**config.mk**
```make
export PLATFORM = sky130hd
export DESIGN_NAME = pofs_top
export DESIGN_NICKNAME = d
export VERILOG_FILES = /design/src/pofs_pkg.sv /design/src/pofs_channel.sv /design/src/pofs_top.sv
export VERILOG_INCLUDE_DIRS = /design/src
export SDC_FILE = /design/constraint.sdc
export NUM_CORES = 1
export LEC_CHECK = 0
export BUFFER_PORTS_ARGS = -buffer_cell sky130_fd_sc_hd__buf_2
export CORE_ASPECT_RATIO = 1.75
export CORE_MARGIN = 2
export CORE_UTILIZATION = 30
export DETAILED_ROUTE_END_ITERATION = 8
export PLACE_DENSITY = 0.69
export SLEW_MARGIN = 20
export SYNTH_ARGS = -nofsm -noshare
export SYNTH_HDL_FRONTEND = slang
export SYNTH_HIERARCHICAL = 1
export SYNTH_SLANG_ARGS = --single-unit
```
**constraint.sdc**
```tcl
create_clock -name core_clk -period 1.6 [get_ports core_clk]
set_clock_uncertainty 0.2 [all_clocks]
set_input_delay 0.24 -clock core_clk [delete_from_list [all_inputs] [get_ports core_clk]]
set_output_delay 0.24 -clock core_clk [all_outputs]
set_load 0.01 [all_outputs]
```
**src/pofs_consts.svh**
```systemverilog
/*
  constants for the pulse output status flag block.
  assumes inclusion by bare name from the package and modules.
*/
`ifndef POFS_CONSTS_SVH
`define POFS_CONSTS_SVH
`define POFS_NUM_CH      4
`define POFS_ERR_W       16
`define POFS_PV_W        32
`define POFS_ERR_NONE    16'h0000
`define POFS_PV_ORIGIN   32'h0000_0000
`endif

```
**src/pofs_pkg.sv**
```systemverilog
/*
  types for the pulse output status flag block.
  assumes the constants header sits in the same folder.
*/
`include "pofs_consts.svh"
package pofs_pkg;
  typedef logic [`POFS_NUM_CH-1:0] pofs_chvec_t;
  typedef logic [`POFS_ERR_W-1:0]  pofs_err_t;
  typedef enum logic [1:0]
  {
    POFS_IDLE = 2'b01,
    POFS_RUN  = 2'b10
  } pofs_state_t;
endpackage

```
**src/pofs_channel.sv**
```systemverilog
/*
  one channel of pulse output status flags.
  assumes all event inputs are single-cycle pulses on core_clk.
*/
`timescale 1ns/10ps
`include "pofs_consts.svh"
module pofs_channel
  import pofs_pkg::*;
(
  input  wire logic                  core_clk,
  input  wire logic                  sys_rst,
  input  wire logic                  opChange,
  input  wire logic                  setPulseCount,
  input  wire logic                  outStart,
  input  wire logic                  outStop,
  input  wire logic                  countDone,
  input  wire logic                  outReset,
  input  wire logic                  searchStart,
  input  wire logic                  searchDone,
  input  wire logic                  searchFatal,
  input  wire logic                  limitClear,
  input  wire logic                  pvOverflow,
  input  wire logic                  pvWrite,
  input  wire logic [`POFS_PV_W-1:0] presentValue,
  output logic                       amountSet,
  output logic                       outCompleted,
  output logic                       outInProgress,
  output logic                       noOrigin,
  output logic                       atOrigin,
  output logic                       stopError
);
  typedef struct packed {
    pofs_state_t st;
    logic        amtSet;
    logic        done;
    logic        busy;
    logic        noOrg;
    logic        atOrg;
    logic        stopErr;
    logic        pendDone;
  } pofs_ch_t;

  pofs_ch_t stateReg;
  pofs_ch_t stateNext;

  always_comb
  begin
    stateNext = stateReg;
    case (stateReg.st)
      POFS_IDLE:
      begin
        if (outStart)
        begin
          stateNext.st = POFS_RUN;
          stateNext.busy = 1'b1;
          stateNext.done = 1'b0;
          stateNext.pendDone = 1'b0;
        end
      end
      POFS_RUN:
      begin
        if (countDone)
          stateNext.pendDone = 1'b1;
        if (outStop)
        begin
          stateNext.st = POFS_IDLE;
          stateNext.busy = 1'b0;
          stateNext.done = stateReg.pendDone | countDone;
          stateNext.amtSet = 1'b0;
        end
      end
      default: stateNext.st = POFS_IDLE;
    endcase
    if (setPulseCount)
      stateNext.amtSet = 1'b1;
    if (searchDone | pvWrite)
      stateNext.noOrg = 1'b0;
    if (outReset | searchStart | limitClear | pvOverflow)
      stateNext.noOrg = 1'b1;
    stateNext.atOrg = (presentValue == `POFS_PV_ORIGIN);
    if (searchStart)
      stateNext.stopErr = 1'b0;
    if (searchFatal)
      stateNext.stopErr = 1'b1;
    if (opChange)
    begin
      stateNext.st = POFS_IDLE;
      stateNext.amtSet = 1'b0;
      stateNext.done = 1'b0;
      stateNext.busy = 1'b0;
      stateNext.pendDone = 1'b0;
      stateNext.noOrg = 1'b1;
    end
  end

  always_ff @(posedge core_clk)
  begin
    if (sys_rst)
    begin
      stateReg <= '{st: POFS_IDLE, amtSet: 1'b0, done: 1'b0, busy: 1'b0,
                    noOrg: 1'b1, atOrg: 1'b1, stopErr: 1'b0, pendDone: 1'b0};
    end
    else
    begin
      stateReg <= stateNext;
    end
  end

  assign amountSet     = stateReg.amtSet;
  assign outCompleted  = stateReg.done;
  assign outInProgress = stateReg.busy;
  assign noOrigin      = stateReg.noOrg;
  assign atOrigin      = stateReg.atOrg;
  assign stopError     = stateReg.stopErr;
endmodule

```
**src/pofs_top.sv**
```systemverilog
/*
  four-channel pulse output status flags with shared stop error word.
  assumes event inputs are one-cycle pulses from logic on core_clk.
*/
`timescale 1ns/10ps
`include "pofs_consts.svh"
module pofs_top
  import pofs_pkg::*;
#(
  parameter int NUM_CH = `POFS_NUM_CH
)
(
  input  wire logic                           core_clk,
  input  wire logic                           sys_rst,
  input  wire logic                           opChange,
  input  wire logic [NUM_CH-1:0]              setPulseCount,
  input  wire logic [NUM_CH-1:0]              outStart,
  input  wire logic [NUM_CH-1:0]              outStop,
  input  wire logic [NUM_CH-1:0]              countDone,
  input  wire logic [NUM_CH-1:0]              outReset,
  input  wire logic [NUM_CH-1:0]              searchStart,
  input  wire logic [NUM_CH-1:0]              searchDone,
  input  wire logic [NUM_CH-1:0]              searchFatal,
  input  wire logic [NUM_CH-1:0]              limitClear,
  input  wire logic [NUM_CH-1:0]              pvOverflow,
  input  wire logic [NUM_CH-1:0]              pvWrite,
  input  wire logic [NUM_CH*`POFS_PV_W-1:0]   presentValue,
  input  wire logic [`POFS_ERR_W-1:0]         fatalCode,
  output logic      [NUM_CH-1:0]              amountSet,
  output logic      [NUM_CH-1:0]              outCompleted,
  output logic      [NUM_CH-1:0]              outInProgress,
  output logic      [NUM_CH-1:0]              noOrigin,
  output logic      [NUM_CH-1:0]              atOrigin,
  output logic      [NUM_CH-1:0]              stopError,
  output logic      [`POFS_ERR_W-1:0]         stopErrorCode
);
  import pofs_pkg::*;

  typedef struct packed {
    logic [`POFS_ERR_W-1:0] code;
  } pofs_top_t;

  pofs_top_t topReg;
  pofs_top_t topNext;

  // per-channel flag logic, no write path from program
  for (genvar i = 0; i < NUM_CH; i++)
  begin : g_ch
    pofs_channel u_ch (
      .core_clk      (core_clk),
      .sys_rst       (sys_rst),
      .opChange      (opChange),
      .setPulseCount (setPulseCount[i]),
      .outStart      (outStart[i]),
      .outStop       (outStop[i]),
      .countDone     (countDone[i]),
      .outReset      (outReset[i]),
      .searchStart   (searchStart[i]),
      .searchDone    (searchDone[i]),
      .searchFatal   (searchFatal[i]),
      .limitClear    (limitClear[i]),
      .pvOverflow    (pvOverflow[i]),
      .pvWrite       (pvWrite[i]),
      .presentValue  (presentValue[i*`POFS_PV_W +: `POFS_PV_W]),
      .amountSet     (amountSet[i]),
      .outCompleted  (outCompleted[i]),
      .outInProgress (outInProgress[i]),
      .noOrigin      (noOrigin[i]),
      .atOrigin      (atOrigin[i]),
      .stopError     (stopError[i])
    );
  end

  // shared stop error word
  always_comb
  begin
    topNext = topReg;
    if (|searchFatal)
      topNext.code = fatalCode;
  end

  always_ff @(posedge core_clk)
  begin
    if (sys_rst)
      topReg <= '{code: `POFS_ERR_NONE};
    else
      topReg <= topNext;
  end

  assign stopErrorCode = topReg.code;

  a_busy_follows: assert property (@(posedge core_clk) disable iff (sys_rst)
    (outStart[0] && !outInProgress[0] && !opChange) |=> outInProgress[0])
    else $error("in-progress not set after start");
  a_done_at_start: assert property (@(posedge core_clk) disable iff (sys_rst)
    (outStart[0] && !outInProgress[0] && !opChange) |=> !outCompleted[0])
    else $error("completed flag not cleared at start");
  a_stop_idle: assert property (@(posedge core_clk) disable iff (sys_rst)
    (outStop[0] && outInProgress[0] && !opChange) |=> !outInProgress[0])
    else $error("in-progress not cleared after stop");
  a_op_clears: assert property (@(posedge core_clk) disable iff (sys_rst)
    opChange |=> (amountSet == '0) && (outCompleted == '0) && (noOrigin == '1))
    else $error("operation change did not clear flags");
  a_amount_set: assert property (@(posedge core_clk) disable iff (sys_rst)
    (setPulseCount[0] && !opChange) |=> amountSet[0])
    else $error("amount set flag missing");
  a_done_on_stop: assert property (@(posedge core_clk) disable iff (sys_rst)
    (outInProgress[0] && countDone[0] && outStop[0] && !opChange) |=> outCompleted[0])
    else $error("completed flag missing");
  a_origin_zero: assert property (@(posedge core_clk) disable iff (sys_rst)
    1'b1 |=> atOrigin[0] == ($past(presentValue[`POFS_PV_W-1:0]) == `POFS_PV_ORIGIN))
    else $error("at-origin mismatch");
  a_noorg_set: assert property (@(posedge core_clk) disable iff (sys_rst)
    (outReset[2] || searchStart[2] || pvOverflow[2] || limitClear[2]) |=> noOrigin[2])
    else $error("no-origin not set");
  a_noorg_clear: assert property (@(posedge core_clk) disable iff (sys_rst)
    (pvWrite[2] && !outReset[2] && !searchStart[2] && !limitClear[2] && !pvOverflow[2]
     && !opChange) |=> !noOrigin[2])
    else $error("no-origin not cleared");
  a_err_code: assert property (@(posedge core_clk) disable iff (sys_rst)
    searchFatal[1] |=> stopError[1] && stopErrorCode == $past(fatalCode))
    else $error("stop error not recorded");
  a_err_clear: assert property (@(posedge core_clk) disable iff (sys_rst)
    (searchStart[1] && !searchFatal[1]) |=> !stopError[1])
    else $error("stop error not cleared");
endmodule

```
==> flow_summary_export.csv, run 1 <==
group,metric,value,unit
cells_and_area,nNetsFinal,697,
placement,post-place-ws,134,ps
routing,vias,2918,
min_path,hp-class,"in -> reg",
global_route,grt_start_max_net_pins,36,
global_route,grtUsageMet3,3.41,%
timing,hold_viol,0,
critical_path,end_kind,"flip-flop",
timing,fmax,769,MHz
logic_synthesis,synth_cell_type_count,22,
cts,clk_pin_slew,70,ps
cts,tritoncts,"yes",
floorplan,pin_count,231,
floorplan,initial_core_util,31.0,%
logic_synthesis,synthArstFlopShare,0,%
cells_and_area,synthToLayoutAreaGrowth,64.6,%
timing,tns,0,ps
floorplan,die_h,121,microns
timing,fin_ws,299,ps
critical_path,crit_path_top_delay_cell,"dfxtp_1",
cts,cts.sinks,52,
cells_and_area,design_area,3860,sq um
floorplan,die-area,8570,sq um
timing,rsz0062_at_grt,"false",
logic_synthesis,synth_enable_flop_cells,0,
power,p_per_area,807,nW/um^2
floorplan,rows,42,
floorplan,chipWidth,70.8,microns
logic_synthesis,synth_commonest_cells,"dfxtp_1, nand2b_1, nor4_1",
cts,cts_max_level,2,
global_route,overflow,0,
logic_synthesis,synthDominantCellAreaShare,44.4,%
timing,tightestPinTransition,329,ps
cts,clockBufferDepth,2,
placement,hpwlAfterDp,7430,microns
global_route,grt_busiest_layer,"met2",
logic_synthesis,synthTopCellsByArea,"dfxtp_1, nand2b_1, nor4_1",
logic_synthesis,syn-instance-count,265,
logic_synthesis,yosys_most_used_dff,"dfxtp_1",
cts,cts_resized,0,
cts,clockRootBuffer,"clkbuf_16",
placement,gp_congestion,0.930,
timing,setup_viol,0,
logic_synthesis,synth.most_common_cell,"dfxtp_1",
logic_synthesis,yosys_warnings,6,
power,p_leak,1.81,nW
routing,drt-total-wl,8600,microns
logic_synthesis,yosysTopAreaCell,"dfxtp_1",
timing,finalCritPeriodShare,81.3,%
outcome,status,"completed",
timing,min_period,1300,ps
global_route,grt.total_usage,19.4,%
routing,wire_per_inst,14.4,microns
cts,numCtsBuffers,5,
critical_path,path_cells,"nor3b_1 > a21oi_1 > or2_2",
critical_path,cp_max_fo,7,
logic_synthesis,mappedNetlistArea,2350,sq um
critical_path,critPathArrivalTime,1270,ps
global_route,use_met2,35.6,%
cells_and_area,drive_above_1_share,49.5,%
cts,clk_latency,280,ps
routing,vias_per_cell,4.89,
placement,placed_area,3620,sq um
job,drv_cap,0,
critical_path,max_stage_delay,430,ps
logic_synthesis,yosysSeqAreaShare,44.4,%
logic_synthesis,ys_ff_latch,52,
floorplan,core,7570,sq um
routing,drt-initial-drc-count,53,
routing,ant_nets,0,
timing,maxSlewViolCount,0,
global_route,grt_pass1_vias,2832,
routing,drc_errors,0,
cts,post_cts_buffers,0,
critical_path,start_kind,"flip-flop",
global_route,grt_pass1_wl,12900,microns
power,power,3.12,mW
global_route,use_met1,20.5,%
timing,relSlewSlack,77.9,%
routing,first_pass_iters,4,
logic_synthesis,synth_area_per_cell,8.85,sq um
logic_synthesis,synth_nets,456,
critical_path,worstSetupPathType,"reg -> reg",
power,vdd_drop_max,568,uV
global_route,antenna_found_initial,2,
placement,io_buffers,230,
critical_path,cp.required,1570,ps
[power breakdown]
group | internal, mW | leakage, nW | switching, mW
Clock | 0.745 | 0.0815 | 0.474
Combinational | 0.292 | 1.30 | 0.217
Sequential | 1.35 | 0.429 | 0.0379
Total | 2.39 | 1.81 | 0.730
[state kept, by name, summed over array words and instances, names as in the netlist]
name / cells
g_ch.u_ch/outInProgress: 4
g_ch.u_ch/stopError: 4
g_ch.u_ch/outCompleted: 4
g_ch.u_ch/noOrigin: 4
stopErrorCode: 16
g_ch.u_ch/stateReg: 12
g_ch.u_ch/atOrigin: 4
g_ch.u_ch/amountSet: 4
[layer usage]
metal	up-vias	wire (microns)	part of all wire, %
met5	-	0	0
met4	0	230	2.7
met3	13	680	7.9
met2	154	4380	51
met1	1298	3310	38
li1	1453	-	-
[final cells by class]
class | instances | area (sq um)
Fill cell | 737 | 3700
Timing Repair Buffer | 242 | 1270
Multi-Input combinational cell | 197 | 1240
Sequential cell | 52 | 1040
Clock buffer | 6 | 129
Tap cell | 88 | 110
Clock inverter | 2 | 38.8
Inverter | 8 | 30.0
Antenna cell | 2 | 5.00
[metrics by stage]
stage / hold WS [ps] / util, % / cells
2_1_floorplan: 112 / - / 265
5_1_grt: 3.25 / 51.0 / 597
3_3_place_gp: 238 / 47.8 / 580
3_5_place_dp: 254 / 47.8 / 580
6_report: 4.05 / 51.0 / 597
4_1_cts: 1.12 / 51.0 / 595
[critical path, delay by kind of cell, from the launching register on]
family	cells	cell delay (ps)
simple gates	2	490
flops	1	430
compound gates	1	70
[worst paths after layout]
kind,startpoint,end,slack [ps],cells after the start
worst max-delay path,g_ch[3].u_ch/stateReg[8]$_SDFFE_PP0P_,g_ch[3].u_ch/stateReg[7]$_SDFFE_PP1P_,300,3
worst min-delay path,searchFatal[1],g_ch[1].u_ch/stopError$_SDFFE_PP0P_,4,3
worst max register to register,g_ch[3].u_ch/stateReg[8]$_SDFFE_PP0P_,g_ch[3].u_ch/stateReg[7]$_SDFFE_PP1P_,300,3
worst min register to register,g_ch[2].u_ch/noOrigin$_SDFFE_PP1P_,g_ch[2].u_ch/noOrigin$_SDFFE_PP1P_,270,1
[cell usage in the layout, fill, tap and decap left out, types with 5 or more instances in the layout]
| cell type | instances |
|---|---|
| buf_2 | 230 |
| dfxtp_1 | 52 |
| nand2b_1 | 36 |
| nor4_1 | 32 |
| a21oi_1 | 28 |
| nor2_1 | 20 |
| mux2i_1 | 16 |
| or2_2 | 8 |
| nand4_1 | 8 |
| inv_1 | 8 |
| nand2_1 | 8 |
| o21ai_0 | 8 |
| dlygate4sd3_1 | 7 |
| clkbuf_16 | 5 |
[repair_timing]
| item | 4_1_cts | 5_1_grt |
|---|---|---|
| hold endpoints to repair | 7 | 0 |
| hold buffers | 7 | 0 |
| setup endpoints to repair | 0 | 0 |
[kinds of logic after synthesis]
family / after synthesis / synth area share (%)
flip-flops: 52 / 44.4
multiplexers: 16 / 6.83
AO/OA/AOI/OAI: 52 / 13.7
buffers and inverters: 16 / 2.88
AND/OR/NAND/NOR: 129 / 32.3
(Power assumes the default switching activity.)
==> run 2: changes to the inputs <==
--- a/config.mk
+++ b/config.mk
@@ -6,12 +6,13 @@
 export SDC_FILE = /design/constraint.sdc
 export NUM_CORES = 1
 export LEC_CHECK = 0
+export ABC_AREA = 1
 export BUFFER_PORTS_ARGS = -buffer_cell sky130_fd_sc_hd__buf_2
 export CORE_ASPECT_RATIO = 1.75
 export CORE_MARGIN = 2
 export CORE_UTILIZATION = 30
 export DETAILED_ROUTE_END_ITERATION = 8
-export PLACE_DENSITY = 0.69
+export PLACE_DENSITY = 0.67
 export SLEW_MARGIN = 20
 export SYNTH_ARGS = -nofsm -noshare
 export SYNTH_HDL_FRONTEND = slang
==> constraint.sdc (replaced) <==
create_clock -name core_clk -period 1.3 [get_ports core_clk]
set_clock_uncertainty 0.2 [all_clocks]
set_input_delay 0.195 -clock core_clk [delete_from_list [all_inputs] [get_ports core_clk]]
set_output_delay 0.195 -clock core_clk [all_outputs]
set_load 0.01 [all_outputs]
==> run 2 against run 1 <==
  * The run now ends with hold timing left
  * Sequential share of layout area fell by 3.4 points
  * Synthesized area increased by 8.2%
  * Sequential cell count stayed put
  * Hold slack lost 84 ps
  * Largest cell class unchanged
==> flow_summary_export.csv, run 2 <==
group,metric,value,unit
critical_path,worstSetupPathType,"in -> reg",
timing,tns,0,ps
logic_synthesis,synth_xor_area_share,0,%
logic_synthesis,synth_area_per_cell,6.51,sq um
timing,tightestPinTransition,274,ps
logic_synthesis,synthDominantCellAreaShare,41.0,%
placement,placed_area,3780,sq um
power,pwr-share-seq,44.4,%
power,p_leak,2.31,nW
outcome,violations,"hold timing",
logic_synthesis,synth_compound_area_share,9.37,%
logic_synthesis,yosys_most_used_dff,"dfxtp_1",
power,p_int,2.89,mW
timing,relSlewSlack,81.6,%
min_path,worstHoldStart,"outReset[3]",
critical_path,ff2ff_path_depth,6,
routing,first_pass_iters,5,
critical_path,cp_max_fo,2,
logic_synthesis,synth_commonest_cells,"nor2_1, nand2_1, dfxtp_1",
logic_synthesis,synth_enable_flop_cells,0,
logic_synthesis,synthTopCellsByArea,"dfxtp_1, nor2_1, nand2_1",
global_route,grt_start_max_net_pins,25,
floorplan,chipWidth,73.5,microns
cells_and_area,fillCellCount,783,
global_route,overflow,0,
timing,min_period,1230,ps
critical_path,r2r_end,"g_ch[1].u_ch/outCompleted$_SDFFE_PP0P_",
job,drv_cap,0,
logic_synthesis,synth_nets,581,
cells_and_area,layout_commonest_cell,"buf_2",
timing,fmax,811,MHz
cells_and_area,synthToLayoutAreaGrowth,74.2,%
critical_path,cp.depth,4,
cts,clk_latency,280,ps
critical_path,critPathArrivalTime,1200,ps
cells_and_area,largest_reg_flops,16,
floorplan,die-area,9240,sq um
global_route,grt.total_usage,19.4,%
power,vdd_drop_max,534,uV
critical_path,crit_path_top_delay_cell,"dlygate4sd3_1",
critical_path,path_cells,"dlygate4sd3_1 > buf_2 > o31ai_1 > nand2_1",
timing,finalCritPeriodShare,94.8,%
cells_and_area,drive_above_1_share,40.2,%
global_route,grt_pass1_vias,3381,
cts,cts_max_level,2,
routing,vias_per_cell,4.46,
critical_path,cp.required,1270,ps
global_route,antenna_found_initial,1,
min_path,min_path_cells,3,
cts,numCtsBuffers,5,
logic_synthesis,mappedNetlistArea,2540,sq um
cts,clk_pin_slew,60,ps
power,clockPowerShare,34.0,%
timing,maxSlewViolCount,0,
cts,clockBufferDepth,2,
critical_path,path_delay_family,"buffers and inverters",
logic_synthesis,syn-instance-count,390,
min_path,holdPathEnd,"g_ch[3].u_ch/noOrigin$_SDFFE_PP1P_",
placement,hpwlAfterDp,7130,microns
floorplan,core,8260,sq um
logic_synthesis,synthArstFlopShare,0,%
logic_synthesis,synthSimpleGateAreaFrac,40.5,%
routing,drt-total-wl,9090,microns
logic_synthesis,synth_cell_type_count,19,
routing,ant_nets,0,
routing,vias,3398,
cells_and_area,nNetsFinal,859,
floorplan,initial_core_util,30.7,%
routing,drc_errors,0,
floorplan,die_h,126,microns
outcome,status,"finished with violations",
critical_path,end_kind,"flip-flop",
critical_path,start_kind,"input pin",
routing,drt-initial-drc-count,60,
global_route,grt_pass1_wl,13900,microns
cts,tritoncts,"yes",
logic_synthesis,synth_top_family_by_area,"simple AND/OR/NAND/NOR gates",
timing,hold_slack,-80.4,ps
logic_synthesis,ys_ff_latch,52,
logic_synthesis,yosys_warnings,6,
timing,hold_viol,2,
min_path,hp-class,"in -> reg",
cts,cts.sinks,52,
power,p_sw,0.954,mW
critical_path,crit_start,"outStop[0]",
power,comb_power_share,21.6,%
placement,io_buffers,230,
critical_path,r2r-start,"g_ch[1].u_ch/stateReg[7]$_SDFFE_PP1P_",
timing,rsz0062_at_grt,"false",
floorplan,pin_count,231,
cells_and_area,design_area,4420,sq um
logic_synthesis,synth.most_common_cell,"nor2_1",
critical_path,critPathBufInv,2,
routing,wire_per_inst,11.9,microns
cts,ctsHoldBuffers,45,
cts,clockRootBuffer,"clkbuf_16",
critical_path,max_stage_delay,540,ps
logic_synthesis,yosysSeqAreaShare,41.0,%
placement,gp_congestion,0.812,
logic_synthesis,synthAdderAreaFrac,0,%
floorplan,rows,44,
logic_synthesis,synthMuxAreaShare,0,%
cells_and_area,layout_common_cells,"buf_2, nor2_1, nand2_1",
power,p_per_area,870,nW/um^2
critical_path,regToRegSetupSlack,180,ps
timing,setup_viol,0,
power,p_sw_share,24.8,%
logic_synthesis,yosysTopAreaCell,"dfxtp_1",
-- run 2: tightest hold or removal path, delay by kind of cell --
kind,cells,cell delay (ps)
buffers and inverters,1,90
and+or+nand+nor,2,90
-- run 2: cell type report --
class | instances | area (sq um) | share of cell area [%]
Timing Repair Buffer | 278 | 1660 | 37.5
Multi-Input combinational cell | 290 | 1310 | 29.5
Sequential cell | 52 | 1040 | 23.5
Inverter | 41 | 154 | 3.48
Clock buffer | 8 | 146 | 3.31
Tap cell | 92 | 115 | 2.60
Antenna cell | 1 | 2.50 | 0.0566
-- run 2: kinds of logic (layout without fill, tap and decap cells) --
group,Yosys count,after routing
and+or+nand+nor,246,246
other,0,1
buffers and inverters,48,327
DFF,52,52
AOI/OAI and AO/OA,44,44
-- run 2: metrics by stage --
stage               setup WS [ps]  power, mW  cells  hold slack [ps]  util [%]
floorplan                     277       2.03    390             67.4         -
global placement             3.82       2.44    709              185      45.8
detailed placement           9.65       2.45    709              190      45.8
CTS                          11.1       3.89    762            -87.2      53.0
global route                 6.55       4.04    761            -61.4      53.5
finish                       67.0       3.84    762            -80.4      53.5
-- run 2: per-layer routing --
metal  global-route usage (%)  share of wire, %
met3                     4.00               7.7
met5                        0                 0
met1                     17.6                35
met4                     8.24               2.6
met2                     38.6                55
-- run 2: repair_timing --
action / 4_1_cts / 5_1_grt
endpoints found under the hold margin: 36 / 2
setup endpoints to repair: 0 / 6
buffers inserted: 0 / 0
resized for setup: 0 / 8
-- run 2: worst max path at each step --
stage / end / slack, ps
after floorplan: g_ch[0].u_ch/outCompleted$_SDFFE_PP0P_ / 280
after global placement: g_ch[0].u_ch/stateReg[8]$_SDFFE_PP0P_ / 4
after detailed placement: g_ch[0].u_ch/stateReg[8]$_SDFFE_PP0P_ / 10
after CTS: g_ch[2].u_ch/noOrigin$_SDFFE_PP1P_ / 10
after global routing: g_ch[2].u_ch/stateReg[8]$_SDFFE_PP0P_ / 7
final: g_ch[0].u_ch/stateReg[7]$_SDFFE_PP1P_ / 70
-- run 2: power by group through the flow --
stage	Combinational [mW]	Clock, mW	Sequential [mW]
finish	0.830	1.31	1.71
global route	0.930	1.39	1.72
CTS	0.818	1.36	1.71
detailed placement	0.710	0	1.74
global placement	0.698	0	1.74
floorplan	0.261	0	1.77
